### config.mk
export PLATFORM = sky130hd
export DESIGN_NAME = mpmc_top
export DESIGN_NICKNAME = d
export VERILOG_FILES = /design/src/mpmc_pkg.sv /design/src/mpmc_sync.sv /design/src/mpmc_top.sv
export VERILOG_INCLUDE_DIRS = /design/src
export SDC_FILE = /design/constraint.sdc
export NUM_CORES = 1
export LEC_CHECK = 0
export ABC_AREA = 1
export BUFFER_PORTS_ARGS = -buffer_cell sky130_fd_sc_hd__buf_2
export CORE_ASPECT_RATIO = 0.7
export CORE_MARGIN = 2
export CORE_UTILIZATION = 23
export CTS_CLUSTER_SIZE = 28
export DETAILED_ROUTE_END_ITERATION = 7
export RECOVER_POWER = 50
export SYNTH_ARGS = -nofsm -noshare
export SYNTH_HDL_FRONTEND = slang
export SYNTH_SLANG_ARGS = --single-unit
### constraint.sdc
create_clock -name mclk -period 1.8 [get_ports mclk]
set_input_delay 0.27 -clock mclk [delete_from_list [all_inputs] [get_ports mclk]]
set_output_delay 0.27 -clock mclk [all_outputs]
set_load 0.01 [all_outputs]
### src/mpmc_defines.svh
// Constants for the module power mode controller
`ifndef MPMC_DEFINES_SVH
`define MPMC_DEFINES_SVH

`define MPMC_ADDR_CTRL 12'h000
`define MPMC_ADDR_STATUS 12'h004
`define MPMC_ADDR_CLASS 12'h008
`define MPMC_CTRL_FLP_BIT 0
`define MPMC_CTRL_TXOVR_BIT 1
`define MPMC_FLP_DEFAULT 1'h0
`define MPMC_TXOVR_DEFAULT 1'h0
`define MPMC_CLASS_DEFAULT 3'h0
`define MPMC_HPLP_US 200
`define MPMC_CLK_MHZ 200
`define MPMC_HPLP_CYCLES (`MPMC_HPLP_US * `MPMC_CLK_MHZ)
`define MPMC_SYNC_STAGES 2
`define MPMC_DROP_CYCLES 16
`define MPMC_POWER_CLASS 3'h3
`define MPMC_HTRANS_NONSEQ 2'h2
`define MPMC_HSIZE_WORD 3'h2

`endif

### src/mpmc_pkg.sv
// Types for the module power mode controller
package mpmc_pkg;
	typedef enum logic [3:0] {
		MPMC_ST_RESET = 4'h1,
		MPMC_ST_LOW = 4'h2,
		MPMC_ST_HIGH = 4'h4,
		MPMC_ST_DROP = 4'h8
	} mpmc_state_t;

	typedef struct packed {
		logic force_low_power_bit;
		logic tx_hold_off;
	} mpmc_ctrl_t;

	typedef struct packed {
		logic in_reset;
		logic low_power;
		logic high_power;
		logic tx_enable;
	} mpmc_stat_t;
endpackage

### src/mpmc_sync.sv
// Two-stage synchroniser for the sideband inputs
`timescale 1ns/10ps
`default_nettype none
module mpmc_sync #(
	parameter int WIDTH = 2,
	parameter logic [WIDTH-1:0] INIT = '0
) (
	input wire logic mclk, // System clock
	input wire logic rst_n, // Synchronous reset, active low
	input wire logic [WIDTH-1:0] d, // Asynchronous inputs
	output logic [WIDTH-1:0] q // Synchronised outputs
);
	logic [WIDTH-1:0] meta_q;

	// First stage feeds only the second stage
	always_ff @(posedge mclk) begin
		if (!rst_n) begin
			meta_q <= INIT;
			q <= INIT;
		end else begin
			meta_q <= d;
			q <= meta_q;
		end
	end
endmodule
`default_nettype wire

### src/mpmc_top.sv
// Power mode controller with AHB-Lite register slave
// Summary of operation
// RULE_01: Every power-up or insertion starts from reset state via the power-on reset.
// RULE_02: Force-low-power bit leaves power-up holding its manufactured default, normally zero.
// RULE_03: Host may write the bit; reset or power cycle restores the default.
// RULE_04: Low-power request low forces low power mode, transmitters off.
// RULE_05: Request high and force bit clear enables transmitters at once.
// RULE_06: Request high with force bit set stays low power until cleared.
// RULE_07: Host may override transmitter enable on entering operational state.
// RULE_08: Module reset input overrides everything, forcing reset, low power, transmitters off.
// RULE_09: In reset or low power mode consumption stays within class one.
// RULE_10: High power permits drawing up to the advertised class, host decides.
// RULE_11: Host may read the power class indication at any time.
// RULE_12: Module never exceeds the class it reports.
// RULE_13: Reset, low-power request or force bit puts module in low power.
// RULE_14: High power only once reset, request and force bit are all clear.
// RULE_15: High to low power transition completes within 200 microseconds.
// RULE_16: Reported power class is one of eight classes.
// RULE_17: Reset request arrives active low as module reset input.
// RULE_18: Low-power request arrives active low as module low-power input.
// RULE_19: Reset and low-power inputs are synchronised before selecting state.
//
// Local design decisions: the register addresses and register access over AHB-Lite.
`include "mpmc_defines.svh"
`timescale 1ns/10ps
`default_nettype none
module mpmc_top
	import mpmc_pkg::*;
#(
	parameter int HPLP_CYCLES = `MPMC_HPLP_CYCLES,
	parameter int DROP_CYCLES = `MPMC_DROP_CYCLES,
	parameter logic [2:0] POWER_CLASS = `MPMC_POWER_CLASS
) (
	input wire logic mclk, // 200 MHz clock
	input wire logic rst_n, // Power-on reset, active low
	input wire logic module_reset_in_n, // Module reset sideband, active low
	input wire logic module_low_power_in_n, // Low-power request sideband, active low
	input wire logic hsel, // AHB slave select
	input wire logic [11:0] haddr, // AHB address
	input wire logic [1:0] htrans, // AHB transfer type
	input wire logic hwrite, // AHB write
	input wire logic [2:0] hsize, // AHB size
	input wire logic [31:0] hwdata, // AHB write data
	input wire logic hready, // AHB bus ready
	output logic [31:0] hrdata, // AHB read data
	output logic hreadyout, // AHB slave ready
	output logic hresp, // AHB response
	output logic tx_enable, // Transmitters enabled
	output logic high_power_en, // High power supply allowed
	output logic in_reset, // Module held in reset
	output logic drop_done // Last drop to low power met its deadline
);
	// Sideband levels, raw and synchronised
	logic [1:0] sync_in;
	logic [1:0] sync_out;
	logic mod_reset_n;
	logic low_power_request_n;

	// Control register and power state
	mpmc_ctrl_t ctrl_q;
	mpmc_state_t state_q;
	mpmc_state_t state_d;
	logic want_low;
	logic want_reset;

	// Drop timing
	logic [31:0] drop_cnt_q;
	logic drop_over;
	logic drop_leave;
	logic drop_done_q;

	// Power class code
	logic [2:0] class_q;

	// Bus decode and read path
	logic addr_take;
	logic wr_take;
	logic rd_take;
	logic wr_pend_q;
	logic [11:0] wr_addr_q;
	logic wr_strobe;
	logic ctrl_wr;
	logic [31:0] rd_word;
	mpmc_stat_t stat;

	// Word-aligned address compare
	function automatic logic addr_is(input logic [11:0] a, input logic [11:0] off);
		addr_is = (a[11:2] == off[11:2]);
	endfunction

	// Transfer type that opens a transfer
	function automatic logic is_nonseq(input logic [1:0] t);
		is_nonseq = (t == `MPMC_HTRANS_NONSEQ);
	endfunction

	// Only the high state may draw above class one
	function automatic logic is_high(input mpmc_state_t s);
		is_high = (s == MPMC_ST_HIGH);
	endfunction

	// Reset state decode
	function automatic logic is_reset(input mpmc_state_t s);
		is_reset = (s == MPMC_ST_RESET);
	endfunction

	// Drop state decode
	function automatic logic is_drop(input mpmc_state_t s);
		is_drop = (s == MPMC_ST_DROP);
	endfunction

	// Control register as a bus word
	function automatic logic [31:0] ctrl_word(input mpmc_ctrl_t c);
		ctrl_word = 32'h0000_0000;
		ctrl_word[`MPMC_CTRL_FLP_BIT] = c.force_low_power_bit;
		ctrl_word[`MPMC_CTRL_TXOVR_BIT] = c.tx_hold_off;
	endfunction

	// RULE_17: active-low reset pin
	// RULE_18: active-low request pin
	assign sync_in = {module_reset_in_n, module_low_power_in_n};

	// RULE_19: two-flop synchronisers
	mpmc_sync #(
		.WIDTH(2),
		.INIT(2'h0)
	) u_sync (
		.mclk(mclk),
		.rst_n(rst_n),
		.d(sync_in),
		.q(sync_out)
	);

	// Synchronised levels, still active low
	assign mod_reset_n = sync_out[1];
	assign low_power_request_n = sync_out[0];

	// Reset pin held low asks for reset
	assign want_reset = !mod_reset_n;

	// RULE_13: any low-power cause
	// RULE_06: force bit keeps low
	assign want_low = !low_power_request_n || ctrl_q.force_low_power_bit;

	// Address phase qualifiers
	assign addr_take = hready && hsel && is_nonseq(htrans);
	assign wr_take = addr_take && hwrite;
	assign rd_take = addr_take && !hwrite;

	// Address phase capture for writes
	always_ff @(posedge mclk) begin
		if (!rst_n) begin
			wr_pend_q <= 1'b0;
		end else if (hready) begin
			wr_pend_q <= wr_take;
		end
	end

	// Write address held into the data phase
	always_ff @(posedge mclk) begin
		if (!rst_n) begin
			wr_addr_q <= 12'h000;
		end else if (hready) begin
			wr_addr_q <= haddr;
		end
	end

	// Data phase completes only with ready high
	assign wr_strobe = wr_pend_q && hready;
	assign ctrl_wr = wr_strobe && addr_is(wr_addr_q, `MPMC_ADDR_CTRL);

	// Control register, restored by either reset
	always_ff @(posedge mclk) begin
		if (!rst_n || want_reset) begin
			// RULE_02: manufactured default
			// RULE_03: default on reset
			ctrl_q.force_low_power_bit <= `MPMC_FLP_DEFAULT;
			ctrl_q.tx_hold_off <= `MPMC_TXOVR_DEFAULT;
		end else if (ctrl_wr) begin
			ctrl_q.force_low_power_bit <= hwdata[`MPMC_CTRL_FLP_BIT];
			ctrl_q.tx_hold_off <= hwdata[`MPMC_CTRL_TXOVR_BIT];
		end
	end

	// Power class is loaded after reset release
	always_ff @(posedge mclk) begin
		if (!rst_n) begin
			class_q <= `MPMC_CLASS_DEFAULT;
		end else begin
			// RULE_16: three-bit class code
			class_q <= POWER_CLASS;
		end
	end

	// Drop state has run its length
	assign drop_over = (drop_cnt_q >= 32'(DROP_CYCLES - 1));

	// Next-state logic
	always_comb begin
		state_d = state_q;
		case (state_q)
			MPMC_ST_RESET: begin
				if (!want_reset) begin
					state_d = MPMC_ST_LOW;
				end
			end
			MPMC_ST_LOW: begin
				// RULE_14: all causes clear
				// RULE_05: go at once
				if (!want_low) begin
					state_d = MPMC_ST_HIGH;
				end
			end
			MPMC_ST_HIGH: begin
				// RULE_15: begin timed drop
				if (want_low) begin
					state_d = MPMC_ST_DROP;
				end
			end
			MPMC_ST_DROP: begin
				if (drop_over) begin
					state_d = MPMC_ST_LOW;
				end
			end
			default: begin
				state_d = MPMC_ST_RESET;
			end
		endcase
		// RULE_08: reset overrides all
		if (want_reset) begin
			state_d = MPMC_ST_RESET;
		end
	end

	// RULE_01: power-up starts in reset
	always_ff @(posedge mclk) begin
		if (!rst_n) begin
			state_q <= MPMC_ST_RESET;
		end else begin
			state_q <= state_d;
		end
	end

	// Drop timer, cleared outside the drop state
	always_ff @(posedge mclk) begin
		if (!rst_n || !is_drop(state_q)) begin
			drop_cnt_q <= 32'h0000_0000;
		end else begin
			drop_cnt_q <= drop_cnt_q + 32'h0000_0001;
		end
	end

	// Leaving the drop state, by timer or reset
	assign drop_leave = is_drop(state_q) && !is_drop(state_d);

	// RULE_15: deadline check
	always_ff @(posedge mclk) begin
		if (!rst_n) begin
			drop_done_q <= 1'b1;
		end else if (drop_leave) begin
			drop_done_q <= (drop_cnt_q < 32'(HPLP_CYCLES));
		end
	end
	assign drop_done = drop_done_q;

	// Transmitter enable, off at once on any drop
	always_ff @(posedge mclk) begin
		if (!rst_n) begin
			tx_enable <= 1'b0;
		end else begin
			// RULE_04: tx off in low
			// RULE_07: host hold-off honoured
			tx_enable <= is_high(state_d) && !ctrl_q.tx_hold_off;
		end
	end

	// High power supply permit
	always_ff @(posedge mclk) begin
		if (!rst_n) begin
			high_power_en <= 1'b0;
		end else begin
			// RULE_09: class one outside high
			// RULE_10: high power when allowed
			// RULE_12: tied to state
			high_power_en <= is_high(state_d);
		end
	end

	// Reset state flag
	always_ff @(posedge mclk) begin
		if (!rst_n) begin
			in_reset <= 1'b1;
		end else begin
			in_reset <= is_reset(state_d);
		end
	end

	// Status word from the registered outputs
	assign stat = {in_reset, !high_power_en, high_power_en, tx_enable};

	// Read data select, unmapped offsets read zero
	always_comb begin
		rd_word = 32'h0000_0000;
		if (addr_is(haddr, `MPMC_ADDR_CTRL)) begin
			rd_word = ctrl_word(ctrl_q);
		end else if (addr_is(haddr, `MPMC_ADDR_STATUS)) begin
			rd_word = {28'h0, stat};
		end else if (addr_is(haddr, `MPMC_ADDR_CLASS)) begin
			// RULE_11: class readable
			rd_word = {29'h0, class_q};
		end
	end

	// Read data registered for the data phase
	always_ff @(posedge mclk) begin
		if (!rst_n) begin
			hrdata <= 32'h0000_0000;
		end else if (rd_take) begin
			hrdata <= rd_word;
		end
	end

	// Zero wait states, always OKAY
	assign hreadyout = 1'b1;
	assign hresp = 1'b0;
endmodule
`default_nettype wire

# --- Yosys cells after proc, flatten, opt, wreduce, memory -nomap -nowiden ---
# Index checks and enable logic that the tools add are counted.
totals:
  in_bits: 56
  ff_bits: 94
  romBits: 0
  ram_bits: 0
  latch_bits: 0
  mem_count: 0
classes:
  n_div: 0
  muxes: 9
  reduce_logical: 21
  n_mul: 0
  n_addsub: 1
  order_cmp: 2
  bitwise_logic: 0
  eq_ne: 10
  shifts: 0
ops:
  columns: ["cell", "count"]
  rows:
  - ["$add A32 B1 Y32 const B", 1]
  - ["$ge A32 B4 Y1 const B", 1]
  - ["$lt A32 B16 Y1 const B", 1]
  - ["$mux W4", 6]
  - ["$logic_not A10 Y1", 2]
  - ["$pmux W4 S4", 1]
  - ["$eq A10 B1 Y1 const B", 1]
  - ["$eq A10 B2 Y1 const B", 1]
  - ["$eq A4 B1 Y1 const B", 2]
  - ["$eq A4 B3 Y1 const B", 2]
  - ["$eq A4 B4 Y1 const B", 2]
  - ["$logic_and A1 B1 Y1", 8]
  - ["$logic_not A1 Y1", 8]
  - ["$eq A4 B2 Y1 const B", 1]
  - ["$logic_or A1 B1 Y1", 3]
  - ["$mux W3", 1]
  - ["$eq A2 B2 Y1 const B", 1]
  - ["$mux W2", 1]

# --- Depth between registers and ports, before layout ---
logic_depth:
  word_depth: 8
  mapped_depth: 11
  ltp_nobuf: 11

# --- Hierarchy ---
# A second synthesis with hierarchy kept.
hier_totals:
  cells_unflattened: 467
  hier_area_um2: 3245.6
by_module_without_submodules:
  columns: ["module", "cells_each", "seq_area_each_um2", "instances", "area_per_inst_um2"]
  rows:
  - ["mpmc_top", 455, 1161.1, 1, 3135.5]
  - ["mpmc_sync", 12, 80.1, 1, 110.1]

# --- Worst setup path before layout ---
# OpenSTA, ideal clock, no wires.
synth_timing:
  path_type: "register to register"
  startpoint: "reg drop_cnt_q[0]"
  endpoint: "reg drop_cnt_q[30]"
  synth_period_minus_slack_ns: 1.481
  path_stages_with_launch: 9
  t_arrival_ns: 1.359
  path_slack_ns: 0.319
  cell_sequence: "dfxtp_1 ha_1 nand3_1 inv_4 nand2_4 nor2_4 nand4_4 nor3_1 nor3b_2"
synth_via:
  elab_chain_cells: 1
synth_rtl:
  columns: ["item", "line_no", "rtl"]
  rows:
  - ["start, declared", "mpmc_top.sv:67", "logic [31:0] drop_cnt_q;"]
  - ["start signal, assigned", "mpmc_top.sv:248", "drop_cnt_q <= drop_cnt_q + 32'h0000_0001;"]
  - ["$add A32 B1 Y32", "mpmc_top.sv:248", null]
# No other way between the ends.
# A chain may end at the register's enable or synchronous reset.

# --- Worst setup path after layout ---
layout_timing:
  startpoint: "reg state_q[1]"
  endpoint: "reg drop_cnt_q[7]"
layout_via:
  elab_chain_cells: 3
layout_rtl:
  columns: ["item", "line_no", "rtl"]
  rows:
  - ["start, declared", "mpmc_top.sv:61", "mpmc_state_t state_q;"]
  - ["start signal, assigned", "mpmc_top.sv:239", "state_q <= state_d;"]
  - ["$eq A4 B4 Y1", "mpmc_top.sv:108", "is_drop = (s == MPMC_ST_DROP);"]
  - ["$logic_not A1 Y1", "mpmc_top.sv:245", "if (!rst_n || !is_drop(state_q)) begin"]
  - ["$logic_or A1 B1 Y1", "mpmc_top.sv:245", null]
# No other way between the ends.

==> impl_metrics.tcl <==
set metrics [dict create \
    status "finished clean" \
    hold_path.class "input port to register" \
    core-area_mm2 0.0138 \
    initialDrtViolationCount 162 \
    start_kind "register" \
    synthFlopType "dfxtp_1" \
    worstReg2RegEnd "drop_cnt_q[7]" \
    diodes 0 \
    drc 0 \
    synth_seq_cells 62 \
    routabilityCongestion 0.835 \
    ys.warnings.count 0 \
    p_per_area_mw_per_mm2 910 \
    wirelength_um 7250 \
    min_to "u_sync.meta_q[0]" \
    syn_avg_cell_area_um2 7.04 \
    numCtsBuffers 9 \
    syn_area_mm2 0.00324 \
    syn_inst 461 \
    crit_required_ps 2060 \
    post_cts_buffers 0 \
    rsz0062_at_grt "false" \
    power.total_mw 3.55 \
    final_common_cell "nand2_1" \
    leakage_nw 1.54 \
    worst_path_max_delay_cell "dfxtp_1" \
    gr-usage-all-layers_pct 9.88 \
    met2WireLength_um 2610 \
    r2r.worst_path.cells 7 \
    mostFrequentLayoutCells "nand2_1 (92), nor2_1 (67), dfxtp_1 (62)" \
    die_w_um 146 \
    ant_nets 0 \
    path_class "register to register" \
    grt_pass1_vias 2341 \
    top_layer_used "met4" \
    synth_edf_count 0 \
    drive_above_1_share_pct 13.9 \
    dpl.hpwl_um 5680 \
    firstDrtPassIters 4 \
    min_path_cells 3 \
    min_from "module_low_power_in_n" \
    cap_violations 0 \
    fin_nets 561 \
    wire_per_inst_um 10.4 \
    wl_met1_um 4190 \
    io_pins 94 \
    grt_max_degree 22 \
    fin_crit_sh_pct 90.0 \
    timing.fmax_ghz 0.617 \
    vias_per_cell 3.98 \
    cts_buffer_depth 2 \
    maxSlewViolCount 0 \
    worstPathCellList "or2_0 > nor2_1 > inv_2 > nor2_4 > clkbuf_1 > o21ai_0 > a21oi_1" \
    slew_headroom_pct 47.7 \
    reg2reg_slack_ps 180 \
    finalCriticalPeriod_ps 1620 \
    tritoncts "done" \
    peakVddDrop_mv 0.324 \
    syn_to_final_growth_pct 20.1 \
    wl_met3_um 331 \
    timing.final.hold_violations 0 \
    ys_seq_area_share_pct 38.3 \
    synthArstFlopShare_pct 0 \
    dieArea_mm2 0.0151 \
    tightest_slew_ps 784 \
    grt_overflow 0 \
    die_y_um 103 \
    final_cell_area_mm2 0.00390 \
    placed_area_mm2 0.00356 \
    fillers 1544 \
    dr_total_vias 2784 \
    dp_cells 683 \
    setup-tns-final_ps 0 \
    synthDistinctLibCells 37 \
    htree_num_levels 3 \
    crit_arrival_ps 1880 \
    cts_num_sinks 62 \
    dpl_worst_slack_ps 95.9 \
    finalNonFillerCells 699 \
    io_buffers 28 \
    start_util_pct 23.5 \
    crit_fanout 5 \
    cp-end-kind "register" \
    setup_slack_ps 180 \
    clock_skew_ps 6.42 \
    cpPeakStageDelay_ps 310 \
    grt_pass1_wl_um 11700 \
    r2r_start "state_q[1]" \
    setup_viol 0 \
    root_buffer "clkbuf_16" \
    antenna_found_initial 0 \
    placement_rows 36 \
    clk_pin_slew_ps 50 \
    clk_latency_ps 330 \
]
worst max-delay path, delay by kind of cell, from the launching register on:
family	cells	cell delay (ps)
flip-flops	1	310
AND/OR/NAND/NOR	3	640
buffers and inverters	2	340
AO/OA/AOI/OAI	2	260
through the flow:
stage / hold slack [ps] / utilization, %
2_1_floorplan: 298 / -
4_1_cts: 111 / 28.3
3_3_place_gp: 394 / 25.8
6_report: 122 / 28.2
3_5_place_dp: 398 / 25.8
5_1_grt: 132 / 28.2
report_power, final:
group          switching, mW  internal (mW)
combinational         0.0805         0.0385
sequential            0.0104           1.40
clock                  0.593           1.43
total                  0.684           2.86
logic make-up (layout without fill, tap and decap cells):
group | Yosys count | count (layout) | share of synthesized area, %
fa+ha+maj | 1 | 1 | 0.386
simple gates | 241 | 241 | 36.2
xor+xnor | 5 | 5 | 1.35
compound gates | 57 | 57 | 9.18
buf+inv | 93 | 113 | 14.4
flops | 62 | 62 | 38.3
other cells | 2 | 30 | 0.231
sequential cells by signal, summed over array words and instances, names as in the netlist, 2 cells and up:
| register | flops |
|---|---|
| hrdata | 4 |
| u_sync.meta_q | 2 |
| wr_addr_q | 10 |
| u_sync.q | 2 |
| drop_cnt_q | 32 |
| state_q | 4 |
| ctrl_q | 2 |
synthesized netlist by cell type, types with 4 or more instances:
master   count  area, um^2
nand2_1     92         345
nor2_1      66         248
dfxtp_1     62        1240
inv_1       53         199
buf_4       30         225
a21oi_1     28         140
nand3_1     26         130
o21ai_0     23         115
nor3_1      15        75.1
nor2_4       7        78.8
nand4_1      6        37.5
nor4_1       5        31.3
xor2_1       5        43.8
nor3_2       4        40.0
nor3b_2      4        50.1
metal layers:
metal / up-vias / track usage [%]
li1: 1509 / -
met1: 1207 / 15.6
met2: 58 / 11.7
met3: 10 / 2.81
met4: 0 / 4.37
met5: - / 0
worst max path at each step:
| stage | startpoint | endpoint | cells after the start |
|---|---|---|---|
| after CTS | drop_cnt_q[0] | drop_cnt_q[30] | 8 |
| after detailed placement | drop_cnt_q[0] | drop_cnt_q[30] | 8 |
| after global routing | state_q[1] | drop_cnt_q[6] | 7 |
| after floorplan | drop_cnt_q[0] | drop_cnt_q[30] | 8 |
| final | state_q[1] | drop_cnt_q[7] | 7 |
| after global placement | drop_cnt_q[0] | drop_cnt_q[30] | 8 |
repair_timing:
action	CTS	global route
setup endpoints to repair	0	2
gates resized for setup	0	2
hold buffers	0	0
cell type report:
cell class	count	area, um^2	share of cell area [%]
Tap cell	190	238	6.10
Multi-Input combinational cell	334	1640	42.2
Sequential cell	62	1240	31.8
Clock buffer	13	260	6.68
Clock inverter	3	90.1	2.31
Inverter	58	220	5.65
Timing Repair Buffer	39	204	5.23
Power figures use the tool's default switching activity.
